File: config.mk
export PLATFORM = sky130hd
export DESIGN_NAME = pcm_serial_port
export DESIGN_NICKNAME = d
export VERILOG_FILES = /design/src/hdl/pcm_pkg.sv /design/src/hdl/pcm_stream_if.sv /design/src/hdl/pcm_serial_port.sv /design/src/hdl/pcm_sync.sv /design/src/hdl/pcm_fifo.sv
export VERILOG_INCLUDE_DIRS = /design/src /design/src/hdl
export SDC_FILE = /design/constraint.sdc
export NUM_CORES = 1
export LEC_CHECK = 0
export BUFFER_PORTS_ARGS = -buffer_cell sky130_fd_sc_hd__buf_2
export CORE_ASPECT_RATIO = 2
export CORE_MARGIN = 2
export CORE_UTILIZATION = 40
export CTS_CLUSTER_SIZE = 40
export DETAILED_ROUTE_END_ITERATION = 8
export PLACE_DENSITY = 0.61
export SETUP_SLACK_MARGIN = 0.3
export SLEW_MARGIN = 20
export SYNTH_ARGS = -nofsm -noshare
export SYNTH_HDL_FRONTEND = slang
export SYNTH_SLANG_ARGS = --single-unit
File: constraint.sdc
create_clock -name CLK_SYS_I -period 2.9 [get_ports CLK_SYS_I]
set_input_delay 0.58 -clock CLK_SYS_I [delete_from_list [all_inputs] [get_ports CLK_SYS_I]]
set_output_delay 0.58 -clock CLK_SYS_I [all_outputs]
set_load 0.01 [all_outputs]
File: src/hdl/pcm_map.svh
// register indices, field positions, reset values and format codes of the serial port
`ifndef PCM_MAP_SVH
`define PCM_MAP_SVH

// register index; byte address is four times the index
`define PCM_IDX_ENABLES  8'h04
`define PCM_IDX_FMT      8'h07
`define PCM_IDX_POL      8'h08
`define PCM_IDX_C0       8'h09
`define PCM_IDX_STATUS   8'h0c
`define PCM_IDX_NONE     8'hff

`define PCM_RST_ENABLES  8'h01
`define PCM_RST_FMT      8'h41
`define PCM_RST_POL      8'h00
`define PCM_RST_C0       8'h01

// writable bits of each register
`define PCM_WMASK_ENABLES 8'h01
`define PCM_WMASK_FMT     8'h7f
`define PCM_WMASK_POL     8'h03
`define PCM_WMASK_C0      8'hf1

`define PCM_EN_PAIR0     0
`define PCM_FMT_HIZ      6
`define PCM_FMT_WIDTH    5:4
`define PCM_FMT_DELAY    3:1
`define PCM_FMT_MODE     0
`define PCM_POL_FCLK     1
`define PCM_POL_BCLK     0
`define PCM_C0_SLOT      7:4
`define PCM_C0_DRV       0

`define PCM_WCODE_32     2'b00
`define PCM_WCODE_16     2'b01
`define PCM_WCODE_24     2'b10
`define PCM_SLOT_LEN_32  6'h20
`define PCM_SLOT_LEN_16  6'h10
`define PCM_SLOT_LEN_24  6'h18

`define PCM_DCODE_I2S    3'b000
`define PCM_DCODE_LJ     3'b001
`define PCM_DCODE_8      3'b010
`define PCM_DCODE_12     3'b011
`define PCM_DCODE_16     3'b100
`define PCM_DLY_I2S      5'h01
`define PCM_DLY_LJ       5'h00
`define PCM_DLY_8        5'h08
`define PCM_DLY_12       5'h0c
`define PCM_DLY_16       5'h10

`define PCM_HSIZE_WORD   3'b010

`endif

File: src/hdl/pcm_pkg.sv
// types shared by the serial port modules
`default_nettype none
package pcm_pkg;

   typedef enum logic [1:0] {
      PH_WAIT,
      PH_DELAY,
      PH_DATA
   } pcm_phase_e;

   typedef struct packed {
      logic [7:0]  en;
      logic [7:0]  fmt;
      logic [7:0]  pol;
      logic [7:0]  c0;
      logic        ap_valid;
      logic        ap_write;
      logic [7:0]  ap_idx;
      logic [31:0] hrdata;
      logic        fclk_cap;
      logic        fclk_prev;
      pcm_phase_e  phase;
      logic [4:0]  dly;
      logic [5:0]  bit_n;
      logic [3:0]  slot;
      logic [31:0] shift;
      logic        sdata;
      logic        oe_n;
   } pcm_top_s;

endpackage : pcm_pkg

`default_nettype wire

File: src/hdl/pcm_stream_if.sv
// valid/ready word stream between the sample buffer and the serial engine
`timescale 1ns/1ps
`default_nettype none

interface pcm_stream_if #(
   parameter int W = 24
) ();
   logic         valid;
   logic         ready;
   logic [W-1:0] data;

   modport src (output valid, output data, input ready);
   modport snk (input valid, input data, output ready);
endinterface : pcm_stream_if

`default_nettype wire

File: src/hdl/pcm_serial_port.sv
// serial audio output port: format registers, channel 0 routing, AHB-Lite slave
// What this block does
// - unassigned slots float when the tristate bit is 1, are driven low when 0
// - slot width code 00, 01, 10 gives 32, 16, 24 bit clocks
// - format code 000 is I2S one-bit delay, 001 left-justified no delay
// - format codes 010, 011, 100 delay first data bit by 8, 12, 16
// - mode bit 0 is stereo framing, 1 is multi-slot framing, reset multi-slot
// - frame clock polarity bit 1 inverts the frame clock sense
// - bit clock polarity 0 host captures on rising, 1 on falling edge
// - four-bit index picks slot 0 to 15 carrying channel 0
// - channel 0 drive bit 0 floats the output during its slot
// - one pair enable bit gates channel 0, set at reset
`timescale 1ns/1ps
`default_nettype none
`include "pcm_map.svh"

module pcm_serial_port
   import pcm_pkg::*;
#(
   parameter int SAMPLE_W   = 24,
   parameter int FIFO_DEPTH = 4
) (
   input  wire logic                CLK_SYS_I,      // 40 MHz system clock
   input  wire logic                ARST_N_I,       // async reset, low
   input  wire logic                HSEL_I,         // slave select
   input  wire logic [31:0]         HADDR_I,        // byte address
   input  wire logic [1:0]          HTRANS_I,       // transfer type
   input  wire logic                HWRITE_I,       // write when high
   input  wire logic [2:0]          HSIZE_I,        // transfer size
   input  wire logic [31:0]         HWDATA_I,       // write data
   input  wire logic                HREADY_I,       // bus ready
   output logic      [31:0]         HRDATA_O,       // read data
   output logic                     HREADYOUT_O,    // slave ready
   output logic                     HRESP_O,        // response, always okay
   input  wire logic                BCLK_I,         // bit clock from host
   input  wire logic                FCLK_I,         // frame clock from host
   output logic                     SDATA_O,        // serial data out
   output logic                     SDATA_OE_N_O,   // output enable, low drives
   input  wire logic [SAMPLE_W-1:0] SAMPLE_I,       // channel 0 sample word
   input  wire logic                SAMPLE_VALID_I, // sample offered
   output logic                     SAMPLE_READY_O  // sample accepted
);

   localparam pcm_top_s TOP_RST = '{
      en:      `PCM_RST_ENABLES,
      fmt:     `PCM_RST_FMT,
      pol:     `PCM_RST_POL,
      c0:      `PCM_RST_C0,
      ap_idx:  `PCM_IDX_NONE,
      phase:   PH_WAIT,
      oe_n:    1'b1,
      default: '0
   };

   generate
      if (SAMPLE_W < 16 || SAMPLE_W > 32) begin : g_chk
         $error("pcm_serial_port: SAMPLE_W must lie in 16..32");
      end
   endgenerate

   pcm_top_s q;
   pcm_top_s d;
   logic     pop;
   logic [1:0] clk_lvl;
   logic [1:0] clk_edge;

   pcm_stream_if #(.W(SAMPLE_W)) in_s ();
   pcm_stream_if #(.W(SAMPLE_W)) out_s ();

   assign in_s.valid     = SAMPLE_VALID_I;
   assign in_s.data      = SAMPLE_I;
   assign SAMPLE_READY_O = in_s.ready;
   assign out_s.ready    = pop;

   pcm_fifo #(
      .WIDTH (SAMPLE_W),
      .DEPTH (FIFO_DEPTH)
   ) u_fifo (
      .clk_i    (CLK_SYS_I),
      .arst_n_i (ARST_N_I),
      .wr       (in_s),
      .rd       (out_s)
   );

   // bit 0 carries the bit clock, bit 1 the frame clock
   pcm_sync #(
      .W (2)
   ) u_sync (
      .clk_i    (CLK_SYS_I),
      .arst_n_i (ARST_N_I),
      .din_i    ({FCLK_I, BCLK_I}),
      .lvl_o    (clk_lvl),
      .edge_o   (clk_edge)
   );

   // bit clocks per slot
   function automatic logic [5:0] slot_len(input logic [1:0] code);
      case (code)
         `PCM_WCODE_16: slot_len = `PCM_SLOT_LEN_16;
         `PCM_WCODE_24: slot_len = `PCM_SLOT_LEN_24;
         default:       slot_len = `PCM_SLOT_LEN_32;
      endcase
   endfunction : slot_len

   // bit clocks from frame clock transition to first data bit
   function automatic logic [4:0] data_delay(input logic [2:0] code);
      case (code)
         `PCM_DCODE_LJ: data_delay = `PCM_DLY_LJ;
         `PCM_DCODE_8:  data_delay = `PCM_DLY_8;
         `PCM_DCODE_12: data_delay = `PCM_DLY_12;
         `PCM_DCODE_16: data_delay = `PCM_DLY_16;
         default:       data_delay = `PCM_DLY_I2S;
      endcase
   endfunction : data_delay

   function automatic logic [31:0] read_word(input logic [7:0] idx,
                                             input pcm_top_s   s,
                                             input logic [7:0] stat);
      case (idx)
         `PCM_IDX_ENABLES: read_word = {24'h000000, s.en};
         `PCM_IDX_FMT:     read_word = {24'h000000, s.fmt};
         `PCM_IDX_POL:     read_word = {24'h000000, s.pol};
         `PCM_IDX_C0:      read_word = {24'h000000, s.c0};
         `PCM_IDX_STATUS:  read_word = {24'h000000, stat};
         default:          read_word = 32'h00000000;
      endcase
   endfunction : read_word

   logic        launch;
   logic        capture;
   logic        f_rise;
   logic        f_fall;
   logic        start;
   logic        tdm;
   logic        mine;
   logic [5:0]  len;
   logic [4:0]  dly0;
   logic [31:0] word;
   logic [7:0]  stat;
   logic [7:0]  idx;
   logic        addr_ok;

   always_comb begin
      d       = q;
      pop     = 1'b0;
      word    = 32'h00000000;
      len     = slot_len(q.fmt[`PCM_FMT_WIDTH]);
      dly0    = data_delay(q.fmt[`PCM_FMT_DELAY]);
      tdm     = q.fmt[`PCM_FMT_MODE];
      // data changes on the edge opposite to the host's capture edge
      launch  = clk_edge[0] && (clk_lvl[0] == q.pol[`PCM_POL_BCLK]);
      capture = clk_edge[0] && (clk_lvl[0] != q.pol[`PCM_POL_BCLK]);
      f_rise  = q.fclk_cap && !q.fclk_prev;
      f_fall  = !q.fclk_cap && q.fclk_prev;
      // multi-slot frames start on the rising sense; stereo uses both edges
      start   = tdm ? f_rise : (f_rise || f_fall);
      mine    = 1'b0;

      // frame clock is taken mid-bit so it is stable against the launch edge
      if (capture) begin
         d.fclk_cap = clk_lvl[1] ^ q.pol[`PCM_POL_FCLK];
      end

      if (launch) begin
         d.fclk_prev = q.fclk_cap;
         if (start) begin
            d.slot = (!tdm && f_rise) ? 4'h1 : 4'h0;
            d.bit_n = 6'h00;
            if (dly0 == 5'h00) begin
               d.phase = PH_DATA;
            end else begin
               d.phase = PH_DELAY;
               d.dly   = dly0 - 5'h01;
            end
         end else begin
            unique case (q.phase)
               PH_WAIT: begin
                  d.phase = PH_WAIT;
               end
               PH_DELAY: begin
                  if (q.dly == 5'h00) begin
                     d.phase = PH_DATA;
                     d.bit_n = 6'h00;
                  end else begin
                     d.dly = q.dly - 5'h01;
                  end
               end
               PH_DATA: begin
                  if (q.bit_n == len - 6'h01) begin
                     d.bit_n = 6'h00;
                     if (tdm) begin
                        d.slot = q.slot + 4'h1;
                     end else begin
                        d.phase = PH_WAIT;
                     end
                  end else begin
                     d.bit_n = q.bit_n + 6'h01;
                  end
               end
            endcase
         end

         // channel 0 owns the slot only while its pair is enabled
         mine = (d.phase == PH_DATA) && (d.slot == q.c0[`PCM_C0_SLOT])
                && q.en[`PCM_EN_PAIR0];
         if (mine && d.bit_n == 6'h00) begin
            if (out_s.valid) begin
               // left aligned; a full 32-bit sample needs no padding
               word = 32'(out_s.data) << (32 - SAMPLE_W);
               pop  = 1'b1;
            end
            d.sdata = word[31];
            d.shift = {word[30:0], 1'b0};
         end else if (mine) begin
            d.sdata = q.shift[31];
            d.shift = {q.shift[30:0], 1'b0};
         end else begin
            d.sdata = 1'b0;
         end

         if (mine) begin
            d.oe_n = !q.c0[`PCM_C0_DRV];
         end else begin
            d.oe_n = q.fmt[`PCM_FMT_HIZ];
         end
         // a floating line carries no stale sample bit
         if (d.oe_n) begin
            d.sdata = 1'b0;
         end
      end

      // data phase of a write: only documented bits take the value
      if (q.ap_valid && q.ap_write) begin
         case (q.ap_idx)
            `PCM_IDX_ENABLES: d.en  = HWDATA_I[7:0] & `PCM_WMASK_ENABLES;
            `PCM_IDX_FMT:     d.fmt = HWDATA_I[7:0] & `PCM_WMASK_FMT;
            `PCM_IDX_POL:     d.pol = HWDATA_I[7:0] & `PCM_WMASK_POL;
            `PCM_IDX_C0:      d.c0  = HWDATA_I[7:0] & `PCM_WMASK_C0;
            default:          d.en  = d.en;
         endcase
      end

      // address phase
      addr_ok    = (HADDR_I[31:10] == 22'h000000) && (HADDR_I[1:0] == 2'b00)
                   && (HSIZE_I == `PCM_HSIZE_WORD);
      idx        = addr_ok ? HADDR_I[9:2] : `PCM_IDX_NONE;
      stat       = {q.slot, !q.oe_n, (q.phase == PH_DATA), !in_s.ready, !out_s.valid};
      d.ap_valid = HSEL_I && HTRANS_I[1] && HREADY_I;
      d.ap_write = HWRITE_I;
      d.ap_idx   = idx;
      if (d.ap_valid && !HWRITE_I) begin
         // read sees a write completing in this same cycle
         d.hrdata = read_word(idx, d, stat);
      end
   end

   always_ff @(posedge CLK_SYS_I or negedge ARST_N_I) begin
      if (!ARST_N_I) begin
         q <= TOP_RST;
      end else begin
         q <= d;
      end
   end

   assign HRDATA_O     = q.hrdata;
   assign HREADYOUT_O  = 1'b1;
   assign HRESP_O      = 1'b0;
   assign SDATA_O      = q.sdata;
   assign SDATA_OE_N_O = q.oe_n;

endmodule : pcm_serial_port

`default_nettype wire

File: src/hdl/pcm_sync.sv
// three-flop synchroniser with agreement filter and edge pulse
`timescale 1ns/1ps
`default_nettype none

module pcm_sync #(
   parameter int W = 2
) (
   input  wire logic         clk_i,    // system clock
   input  wire logic         arst_n_i, // async reset, low
   input  wire logic [W-1:0] din_i,    // asynchronous levels
   output logic      [W-1:0] lvl_o,    // filtered level
   output logic      [W-1:0] edge_o    // one-cycle pulse on change
);

   typedef struct packed {
      logic [W-1:0] s1;
      logic [W-1:0] s2;
      logic [W-1:0] s3;
      logic [W-1:0] lvl;
      logic [W-1:0] edg;
   } pcm_sync_s;

   pcm_sync_s q;
   pcm_sync_s d;

   generate
      if (W < 1) begin : g_chk
         $error("pcm_sync: W must be at least 1");
      end
   endgenerate

   always_comb begin
      d     = q;
      d.s1  = din_i;
      d.s2  = q.s1;
      d.s3  = q.s2;
      // a new level counts only once the second and third stage agree
      d.lvl = (q.s3 & ~(q.s2 ^ q.s3)) | (q.lvl & (q.s2 ^ q.s3));
      d.edg = d.lvl ^ q.lvl;
   end

   always_ff @(posedge clk_i or negedge arst_n_i) begin
      if (!arst_n_i) begin
         q <= '0;
      end else begin
         q <= d;
      end
   end

   assign lvl_o  = q.lvl;
   assign edge_o = q.edg;

endmodule : pcm_sync

`default_nettype wire

File: src/hdl/pcm_fifo.sv
// sample buffer with valid/ready on both sides
`timescale 1ns/1ps
`default_nettype none

module pcm_fifo #(
   parameter int WIDTH = 24,
   parameter int DEPTH = 4
) (
   input  wire logic   clk_i,    // system clock
   input  wire logic   arst_n_i, // async reset, low
   pcm_stream_if.snk   wr,       // filling side
   pcm_stream_if.src   rd        // draining side
);

   localparam int AW = (DEPTH > 1) ? $clog2(DEPTH) : 1;

   typedef struct packed {
      logic [DEPTH-1:0][WIDTH-1:0] mem;
      logic [AW:0]                 wp;
      logic [AW:0]                 rp;
   } pcm_fifo_s;

   pcm_fifo_s q;
   pcm_fifo_s d;
   logic      empty;
   logic      full;

   generate
      if (DEPTH < 2 || (DEPTH & (DEPTH - 1)) != 0) begin : g_chk
         $error("pcm_fifo: DEPTH must be a power of two, at least 2");
      end
   endgenerate

   assign empty    = (q.wp == q.rp);
   assign full     = (q.wp[AW] != q.rp[AW]) && (q.wp[AW-1:0] == q.rp[AW-1:0]);
   assign wr.ready = !full;
   assign rd.valid = !empty;
   assign rd.data  = q.mem[q.rp[AW-1:0]];

   always_comb begin
      d = q;
      if (wr.valid && !full) begin
         d.mem[q.wp[AW-1:0]] = wr.data;
         d.wp                = q.wp + 1'b1;
      end
      if (rd.ready && !empty) begin
         d.rp = q.rp + 1'b1;
      end
   end

   always_ff @(posedge clk_i or negedge arst_n_i) begin
      if (!arst_n_i) begin
         q <= '0;
      end else begin
         q <= d;
      end
   end

endmodule : pcm_fifo

`default_nettype wire

* Word-level counts from Yosys, hierarchy flattened
Index checks and enable logic that the tools add are counted.
W data, S select, Z words.
** Word-level totals
- Flip-flop bits (word level) :: 238
- Latch bits :: 0
- RAM bits :: 0
- Bits in read-only memories :: 0
- Output and inout port bits :: 37
- Logic and storage cells :: 152
- Memories :: 0
** Operators by class
- Add/sub/neg operators :: 7
- Multiply operators :: 0
- Div/mod/pow operators :: 0
- $lt $le $gt $ge :: 3
- Equality and inequality tests :: 29
- Shift-type cells :: 0
- Multiplexer cells :: 42
- Bitwise logic cells :: 7
- Reduce and logical (&&, ||, !) cells :: 36
** Operators by type and width (number)
- $bwmux W96 :: 1
- $mux W32 :: 3
- $bmux W24 S2 :: 1
- $demux W24 S2 :: 1
- $mux W24 :: 2
- $eq A8 B4 Y1 const B :: 5
- $mux W8 :: 5
- $pmux W8 S5 :: 1
- $mux W17 :: 2
- $mux W33 :: 1
- $eq A8 B3 Y1 const B :: 4
- $pmux W6 S2 :: 2
- $logic_not A22 Y1 :: 1
- $pmux W5 S4 :: 1
- $logic_and A1 B1 Y1 :: 18
- $mux W5 :: 3
- $mux W4 :: 3
- $mux W6 :: 2
- $logic_not A5 Y1 :: 2
- $sub A5 B1 Y5 const B :: 2
- $eq A3 B2 Y1 const B :: 3
- $mux W1 :: 9
- $logic_not A1 Y1 :: 8
- $mux W2 :: 4
- 30 further kinds :: 40

* Depth between registers and ports, before layout
Gate-level depths: netlist of the first run.
- Depth in word-level cells :: 15
- Mapped depth :: 13
- Gate-level depth less buffers :: 12

* By module
From an unflattened synthesis of the first run, not the netlist that was laid out.
** Second synthesis, totals
- Cells, all modules :: 851
- Area total of the unflattened synthesis :: 10651.5 um^2
** Modules (own cells, without submodules)
- pcm_serial_port :: instances 1, cells each 553, area each 5327.6 um^2, sequential area each 2368.5 um^2
- pcm_fifo :: instances 1, cells each 275, area each 4991.0 um^2, sequential area each 2552.4 um^2
- pcm_sync :: instances 1, cells each 23, area each 332.8 um^2, sequential area each 250.2 um^2

* Worst setup path before layout of the first run
Ideal clock, no wire load.
- Kind :: reg-to-reg
- Start :: register q[111] (netlist bit)
- End :: register u_fifo.q[1] (netlist bit)
- Setup time :: 0.125 ns
- Data arrival time :: 2.994 ns
- Data required time :: 2.775 ns
- Slack :: -0.219 ns
- Cell stages (with the launch flop) :: 10
- Buffers on the path :: 1
- Clock period less this slack :: 3.119 ns
- Cell sequence :: dfstp_2 clkbuf_1 and2_1 nand3_1 nor2_1 mux2_2 a221oi_1 nand4_1 or4b_4 mux2_4
** On the way
- Cells in the longest elaborated chain, start to end :: 12
- Elaborated cells between the ends (all ways) :: 21
- Those cells by class :: eq/ne (2); mux (12); reduce/logical (7)
** Ends and longest elaborated chain
- start, declared :: RTL line pcm_serial_port.sv:61 : pcm_top_s q;
- start signal, assigned :: RTL line pcm_serial_port.sv:259 : q <= TOP_RST;
- start signal, assigned :: RTL line pcm_serial_port.sv:261 : q <= d;
- $mux W2, or another cell as far along :: RTL line pcm_serial_port.sv:191 : if (tdm) begin
- $mux W2, or another cell as far along :: RTL line pcm_serial_port.sv:189 : if (q.bit_n == len - 6'h01) begin
- $pmux W2 S3, or another cell as far along :: RTL line pcm_serial_port.sv:176 : unique case (q.phase)
- $mux W17 (*) :: RTL line pcm_serial_port.sv:166 : if (start) begin
- $mux W17 (*) :: RTL line pcm_serial_port.sv:164 : if (launch) begin
- $eq A2 B2 Y1 / $eq A4 B4 Y1 (equally long branches) :: RTL line pcm_serial_port.sv:204 : mine = (d.phase == PH_DATA) && (d.slot == q.c0[`PCM_C0_SLOT])
- $logic_and A1 B1 Y1 (2 in series) :: RTL line pcm_serial_port.sv:204
- $logic_and A1 B1 Y1 (*) :: RTL line pcm_serial_port.sv:206 : if (mine && d.bit_n == 6'h00) begin
- $mux W1 (*) :: RTL line pcm_serial_port.sv:206
- $mux W1 (*) :: RTL line pcm_serial_port.sv:164
- $logic_and A1 B1 Y1 (*) :: RTL line pcm_fifo.sv:46 : if (rd.ready && !empty) begin
- end signal, assigned :: RTL line pcm_fifo.sv:53 : q <= '0;
- end signal, assigned :: RTL line pcm_fifo.sv:55 : q <= d;
- end, declared :: RTL line pcm_fifo.sv:23 : pcm_fifo_s q;
Mark *: on every way between the ends. The rest lies on a longest branch, timed or not. The select of a mux whose other input is x is not followed.
A chain may end at the register's enable or synchronous reset.

* Final worst setup path of the first run
- Start :: register q[45] (netlist bit)
- End :: register u_fifo.q[1] (netlist bit)
** On the way
- Cells in the longest elaborated chain, start to end :: 12
- Elaborated cells between the ends (all ways) :: 15
- Those cells by class :: eq/ne (1); mux (8); reduce/logical (6)
** Ends and longest elaborated chain
- $logic_not A5 Y1 (*) :: RTL line pcm_serial_port.sv:181 : if (q.dly == 5'h00) begin
- $mux W2 :: RTL line pcm_serial_port.sv:181
- $pmux W2 S3 :: RTL line pcm_serial_port.sv:176
- $mux W17 (*) :: RTL line pcm_serial_port.sv:166
- $mux W17 (*) :: RTL line pcm_serial_port.sv:164
- $eq A2 B2 Y1 :: RTL line pcm_serial_port.sv:204
- $logic_and A1 B1 Y1 (2 in series) :: RTL line pcm_serial_port.sv:204
- $logic_and A1 B1 Y1 (*) :: RTL line pcm_serial_port.sv:206
- $mux W1 (*) :: RTL line pcm_serial_port.sv:206
- $mux W1 (*) :: RTL line pcm_serial_port.sv:164
- $logic_and A1 B1 Y1 (*) :: RTL line pcm_fifo.sv:46
Marks and branches as above.

==> summary.txt, run 1 <==
Yosys
  • Synth Register Bits: 205
  • Count leader, synth: dfrtp_1
  • Largest cells by area after synthesis: dfrtp_1, mux2_2, mux4_2
  • Cell accounting for the most synthesized area: dfrtp_1
  • EDFF count, synth: 0
  • Ys Warns: 0
  • Most instantiated cells after synthesis: dfrtp_1, mux2_2, nand2_1, buf_4
  • Mapped Area: 10090 um^2
  • Async SR Flop Fraction: 1.000
  • Share of the synthesized area in the top cell type: 0.4762
  • Synthesized instance count: 801
  • Sequential area share after synthesis: 0.5100
  • Main flop type after synthesis: dfrtp_1
  • Synth cell types: 66
  • Average cell area after synthesis: about 13 um^2

Route
  • Via count: 6693
  • WL/cell: 17.86 um
  • Initial DRC Count: 294
  • Final WL: around 23000 um
  • Final ANT Viol Nets: 0
  • Remaining DRCs: 0
  • First-pass DRT Iterations: 7
  • Vias/cell: approximately 5

Clock tree
  • Clock root cell: clkbuf_16
  • H-Tree Level Count: 1
  • TritonCTS buffer count: 21
  • Clock Tree Buf Depth: 3
  • Post-CTS Hold Buffers: 0
  • Worst skew pair latency: 510 ps
  • TritonCTS clock tree: built
  • Clock sink total: a little over 200
  • Clock slew at reported path FFs: 60 ps

STA
  • Final min period: 3210 ps
  • Setup ws final: -309.6 ps
  • Relative slew slack: 0.5414
  • Period utilization: 1.107
  • RSZ-0062 raised after global routing: yes
  • Setup TNS: -6860 ps
  • Final Hold Vio Count: 0
  • Final-report max-slew violation count: 0
  • Fin Clk Skew: 17.70 ps
  • Fmax: ~310 MHz
  • Hold WS: approximately 96 ps
  • Worst slew pin tran: approximately 700 ps
  • Final setup violating endpoints: 26

Placement
  • Port Buffers: 86
  • RePlAce Congestion: 0.8290
  • Placed cell count: 1252
  • Final HPWL from detailed placement: 16250 um

Run status
  • Violations in the final reports: negative setup slack
  • Status: complete, but fails checks

Critical path
  • Worst Path Arrival: between 3000 and 4000 ps
  • WS Path Type: reg -> reg
  • CP Capture Type: register
  • Startpoint Class: register
  • Worst-path maximum fanout: 4
  • Worst Path Required: 3290 ps

GRT
  • Gr usage total: 0.1778
  • GRT met1 Usage: 0.1917
  • Remaining global-route overflow: 0
  • Vias in the first global route: 7139
  • Largest net degree at the start of global routing: 81
  • First-pass GRT wire length: 37230 um
  • Top Usage Layer GRT: met2
  • M2 GR Usage: 0.3359
  • Initial antenna violation count: 1
  • M3 GR Usage: 0.02254

Floorplanning
  • Core area: 24930 um^2
  • Initial Util: 0.4047
  • Die area: 26590 um^2
  • Die Span X: 116.3 um
  • Die H: approximately 230 um
  • I/O pin total: 138
  • FP Rows: 82

Layout
  • Share of cells above drive strength 1: 0.4534
  • Layout area overhead: 22.31%
  • NumNets Final: 1065
  • Post-Layout Cell Count: 1302
  • # diodes: 0
  • Fillers: 2246

Pwr
  • Power Density: 798.5 nW/um^2
  • Peak supply drop: 464.3 uV
  • Final Power: between 9000 and 10000 uW
  • Leakage: 0.005519 uW

Run
  • Max_cap viols: 0

Hold path
  • Hold Crit Class: in -> async
routing by layer:
metal / routed length [um] / vias up
met4: 896 / 2
met3: 624 / 50
met1: 8593 / 3381
met5: 11 / -
met2: 13120 / 99
li1: - / 3161
critical path, stage by stage, from the launching register on:
cell and delay, ps:
dfrtp_1 410, or4_1 580, o21a_1 240, and3_1 180
a311oi_2 300, o31a_1 190, nand4_1 190, buf_4 200
or4b_4 490, mux2_4 310
placed cells by master, fill, tap and decap left out, types with 8 or more instances in the layout:
| master | instances |
|---|---|
| mux2_2 | 134 |
| buf_4 | 73 |
| mux4_2 | 24 |
| dfrtp_1 | 189 |
| nand3_1 | 10 |
| mux2_4 | 27 |
| nor2b_1 | 32 |
| buf_2 | 85 |
| dfstp_2 | 13 |
| nor2_1 | 18 |
| nand2_1 | 41 |
| a21oi_1 | 13 |
| ha_1 | 10 |
| conb_1 | 26 |
| clkbuf_16 | 23 |
| nor3_1 | 10 |
| inv_1 | 14 |
| nor4_1 | 8 |
| o21ai_0 | 30 |
| and2_1 | 20 |
| or3_1 | 8 |
cell families (layout without fill, tap and decap cells):
kind of cell             Yosys count  count (layout)  synth area share
other                              2              26         0.0007443
AO/OA/AOI/OAI                    101             101           0.07044
AND/OR/NAND/NOR                  194             194            0.1084
buffers and inverters             83             224           0.04452
XOR/XNOR                          14              14           0.01215
flip-flops                       205             205            0.5100
multiplexers                     188             188            0.2366
adder cells (fa/ha/maj)           14              14           0.01711
metrics by stage:
stage / util / setup slack (ps) / area, um^2
floorplan: - / -77.95 / 10220
finish: 0.4950 / -309.6 / 12340
global route: 0.4950 / -462.6 / 12340
detailed placement: 0.4521 / -318.3 / 11270
global placement: 0.4521 / -274.3 / 11270
CTS: 0.4834 / -206.4 / 12050
final cells by class:
class | instances | area [um^2] | area share
sequential | 205 | 5150 | 0.4173
multi-input combinational | 537 | 4832 | 0.3916
timing repair buffer | 171 | 1185 | 0.09602
clock buffer | 30 | 599.3 | 0.04857
tap | 336 | 420.4 | 0.03407
clock inverter | 8 | 97.59 | 0.007908
inverter | 15 | 56.30 | 0.004563
power breakdown:
| group | leakage, uW | internal (uW) | switching [uW] |
|---|---|---|---|
| clock | 0.000346 | 1620 | 1120 |
| combinational | 0.00263 | 1740 | 1270 |
| sequential | 0.00254 | 3680 | 423 |
| total | 0.00552 | 7040 | 2810 |
worst paths after layout:
path / startpoint / to / slack (ps) / cells after the start
max: q[45]$_DFFE_PN0P_ / u_fifo.q[1]$_DFFE_PN0P_ / -310 / 9
min: ARST_N_I / u_fifo.q[47]$_DFFE_PN0P_ / 100 / 1
max reg2reg: q[45]$_DFFE_PN0P_ / u_fifo.q[1]$_DFFE_PN0P_ / -310 / 9
min reg2reg: u_sync.d[7]$_DFF_PN0_ / u_sync.d[5]$_DFF_PN0_ / 350 / 0
max in group asynchronous: ARST_N_I / q[115]$_DFF_PN0_ / 1990 / 2
min in group CLK_SYS_I: HWRITE_I / q[93]$_DFF_PN0_ / 190 / 1
flip-flops by register name, summed over array words and instances (netlist names), named ones only:
signal         cells
u_sync.q           2
u_sync.lvl_o       1
SDATA_OE_N_O       1
u_sync.d           4
u_fifo.q         102
u_sync.edge_o      1
HRDATA_O           8
q                 84
SDATA_O            1
what timing repair did:
action                                  4_1_cts  5_1_grt
pin swaps                                     7       13
gates resized for setup                      18       46
cloned                                        0        3
endpoints found under the setup margin       31       35
setup buffers                                 4        5
Power figures use the tool's default switching activity.
==> run 2: changes to the inputs <==
--- a/config.mk
+++ b/config.mk
@@ -14,2 +14,3 @@
 export DETAILED_ROUTE_END_ITERATION = 8
+export GPL_ROUTABILITY_DRIVEN = 0
 export PLACE_DENSITY = 0.61
==> constraint.sdc (replaced) <==
create_clock -name CLK_SYS_I -period 2.9 [get_ports CLK_SYS_I]
set_input_delay 0.29 -clock CLK_SYS_I [delete_from_list [all_inputs] [get_ports CLK_SYS_I]]
set_output_delay 0.29 -clock CLK_SYS_I [all_outputs]
set_load 0.01 [all_outputs]
==> summary.txt, run 2 (synthesis gave the netlist of run 1 again) <==
Clock tree
  • TritonCTS clock tree: built
  • Clock slew at reported path FFs: 70 ps (about the same)
  • TritonCTS buffer count: 20 (-4.8%)
  • H-Tree Level Count: 1 (unchanged)
  • Clock sink total: 205 (unchanged)
  • Clock Tree Buf Depth: 3 (unchanged)
  • Clock root cell: clkbuf_16
  • Worst skew pair latency: 510 ps (about the same)

Critical path
  • Worst path cell trace: or4_4 -> o21a_4 -> o21a_4 -> a32oi_2 -> and4b_1 -> and4_4 -> or4b_4 -> mux2_4
  • Cell mode on critical path: o21a_4
  • Startpoint Class: register
  • Slowest stage delay, CP: 570 ps (about the same)
  • CP Capture Type: register
  • Worst Path Required: 3290 ps (about the same)
  • WS Path Type: reg -> reg
  • CP Buf/Inv Count: 0 (-1)
  • Worst-path maximum fanout: 7 (+3)
  • Crit path max-delay cell type: or4_4
  • Worst Path Arrival: 3450 ps (-150 ps)
  • CP delay by family, top: simple AND/OR/NAND/NOR gates

Route
  • Remaining DRCs: 0 (unchanged)
  • WL/cell: 17.58 um (-1.5%)
  • First-pass DRT Iterations: 4 (-3)
  • Via count: 6649 (-0.66%)
  • Final WL: 22750 um (-2.1%)
  • Initial DRC Count: 302 (+2.7%)
  • Final ANT Viol Nets: 0 (unchanged)
  • Vias/cell: 5.138 (about the same)

Pwr
  • Peak supply drop: 463.6 uV (-0.17%)
  • Leakage: 0.005453 uW (-1.2%)
  • Power Density: 806.6 nW/um^2 (+1.0%)

Floorplanning
  • Die H: 228.6 um (unchanged)
  • Die Span X: 116.3 um (unchanged)
  • FP Rows: 82 (unchanged)
  • Core area: 24930 um^2 (unchanged)
  • Initial Util: 0.4047 (unchanged)
  • Die area: 26590 um^2 (unchanged)
  • I/O pin total: 138 (unchanged)

Layout
  • Layout area overhead: 20.59%
  • Fin area: 12170 um^2 (-1.4%)
  • NumNets Final: 1058 (-0.66%)
  • Share of cells above drive strength 1: 0.4384 (-0.01500)
  • Layout Utilization: 0.4880 (-0.006975)
  • Commonest non-fill, non-tap cells in the layout: dfrtp_1, mux2_2, buf_2
  • Largest Register: u_fifo.q
  • Max FFs per register: 102 (unchanged)
  • Most common cell after layout, fill and taps aside: dfrtp_1
  • # diodes: 0 (unchanged)

STA
  • Setup ws final: -166.9 ps (+142.7 ps)
  • Worst slew pin tran: 716.9 ps (+28.95 ps)
  • Final min period: 3067 ps (-142.7 ps)
  • RSZ-0062 raised after global routing: yes
  • Period utilization: 1.058 (-0.04920)
  • Final-report max-slew violation count: 0 (unchanged)
  • Fmax: 326.1 MHz (+4.7%)
  • Setup TNS: -2972 ps (+3887 ps)
  • Final setup violating endpoints: 25 (-3.8%)
  • Fin Clk Skew: 9.160 ps (-8.542 ps)
  • Final Hold Vio Count: 0 (unchanged)
  • Hold WS: 34.41 ps (-61.40 ps)
  • Relative slew slack: 0.5221 (-0.01930)

GRT
  • Largest net degree at the start of global routing: 80 (-1.2%)
  • Remaining global-route overflow: 0 (unchanged)
  • Gr usage total: 0.1745 (-0.003210)
  • Initial antenna violation count: 0 (-1)
  • First-pass GRT wire length: 36270 um (-2.6%)
  • Vias in the first global route: 7029 (-1.5%)

Hold path
  • Hold Crit Class: in -> reg

Run status
  • Status: complete, but fails checks
  • Violations in the final reports: negative setup slack

Run
  • Max_cap viols: 0 (unchanged)

Placement
  • Area after DPL: 11230 um^2 (-0.33%)
  • Port Buffers: 86 (unchanged)
  • Final HPWL from detailed placement: 16290 um (+0.29%)
  • Pre-CTS WS: -287.5 ps (+30.88 ps)
run 2: path summary, 6_finish.rpt:
kind | startpoint | endpoint | depth (start not counted) | slack (ps)
worst max register to register | q[45]$_DFFE_PN0P_ | u_fifo.q[1]$_DFFE_PN0P_ | 8 | -170
worst min register to register | u_sync.d[7]$_DFF_PN0_ | u_sync.d[5]$_DFF_PN0_ | 0 | 360
min in group asynchronous | ARST_N_I | u_fifo.q[21]$_DFFE_PN0P_ | 2 | 350
worst max-delay path | q[45]$_DFFE_PN0P_ | u_fifo.q[1]$_DFFE_PN0P_ | 8 | -170
max in group asynchronous | ARST_N_I | q[90]$_DFF_PN1_ | 3 | 1730
worst min-delay path | HADDR_I[4] | q[87]$_DFF_PN1_ | 2 | 30
run 2: area by class of cell:
class	count	area (um^2)
Clock buffer	28	591.8
Clock inverter	8	93.84
Fill cell	2259	12760
Inverter	15	56.30
Multi-Input combinational cell	537	4715
Sequential cell	205	5147
Tap cell	336	420.4
Timing Repair Buffer	165	1142
run 2: per-layer routing:
| metal | GRT usage | part of all wire | wire length (um) |
|---|---|---|---|
| met1 | 0.1918 | 0.38 | 8563 |
| met2 | 0.3336 | 0.57 | 12990 |
| met3 | 0.02201 | 0.027 | 625 |
| met4 | 0.05915 | 0.025 | 568 |
| met5 | 0 | 0 | 0 |
run 2: worst reg2reg max path, stage by stage (launching register included):
cell,delay (ps)
dfrtp_1,390
or4_4,570
o21a_4,250
o21a_4,230
a32oi_2,170
and4b_1,240
and4_4,290
or4b_4,510
mux2_4,310
run 2: metrics by stage:
stage          instances  total power [uW]
2_1_floorplan        825              6138
3_3_place_gp        1247              7020
3_5_place_dp        1247              7126
4_1_cts             1292              9941
5_1_grt             1294             10400
6_report            1294              9813
run 2: repair_timing:
item | CTS | global route
buffers inserted | 2 | 2
hold buffers | 7 | 0
endpoints found under the hold margin | 79 | 0
resized for setup | 21 | 17
pin swaps | 6 | 10
endpoints found under the setup margin | 30 | 36
run 2: where the power goes:
group	total (uW)	switching [uW]	internal [uW]	leakage, uW
combinational	3000	1250	1750	0.00257
sequential	4090	417	3670	0.00254
clock	2720	1110	1610	0.000343
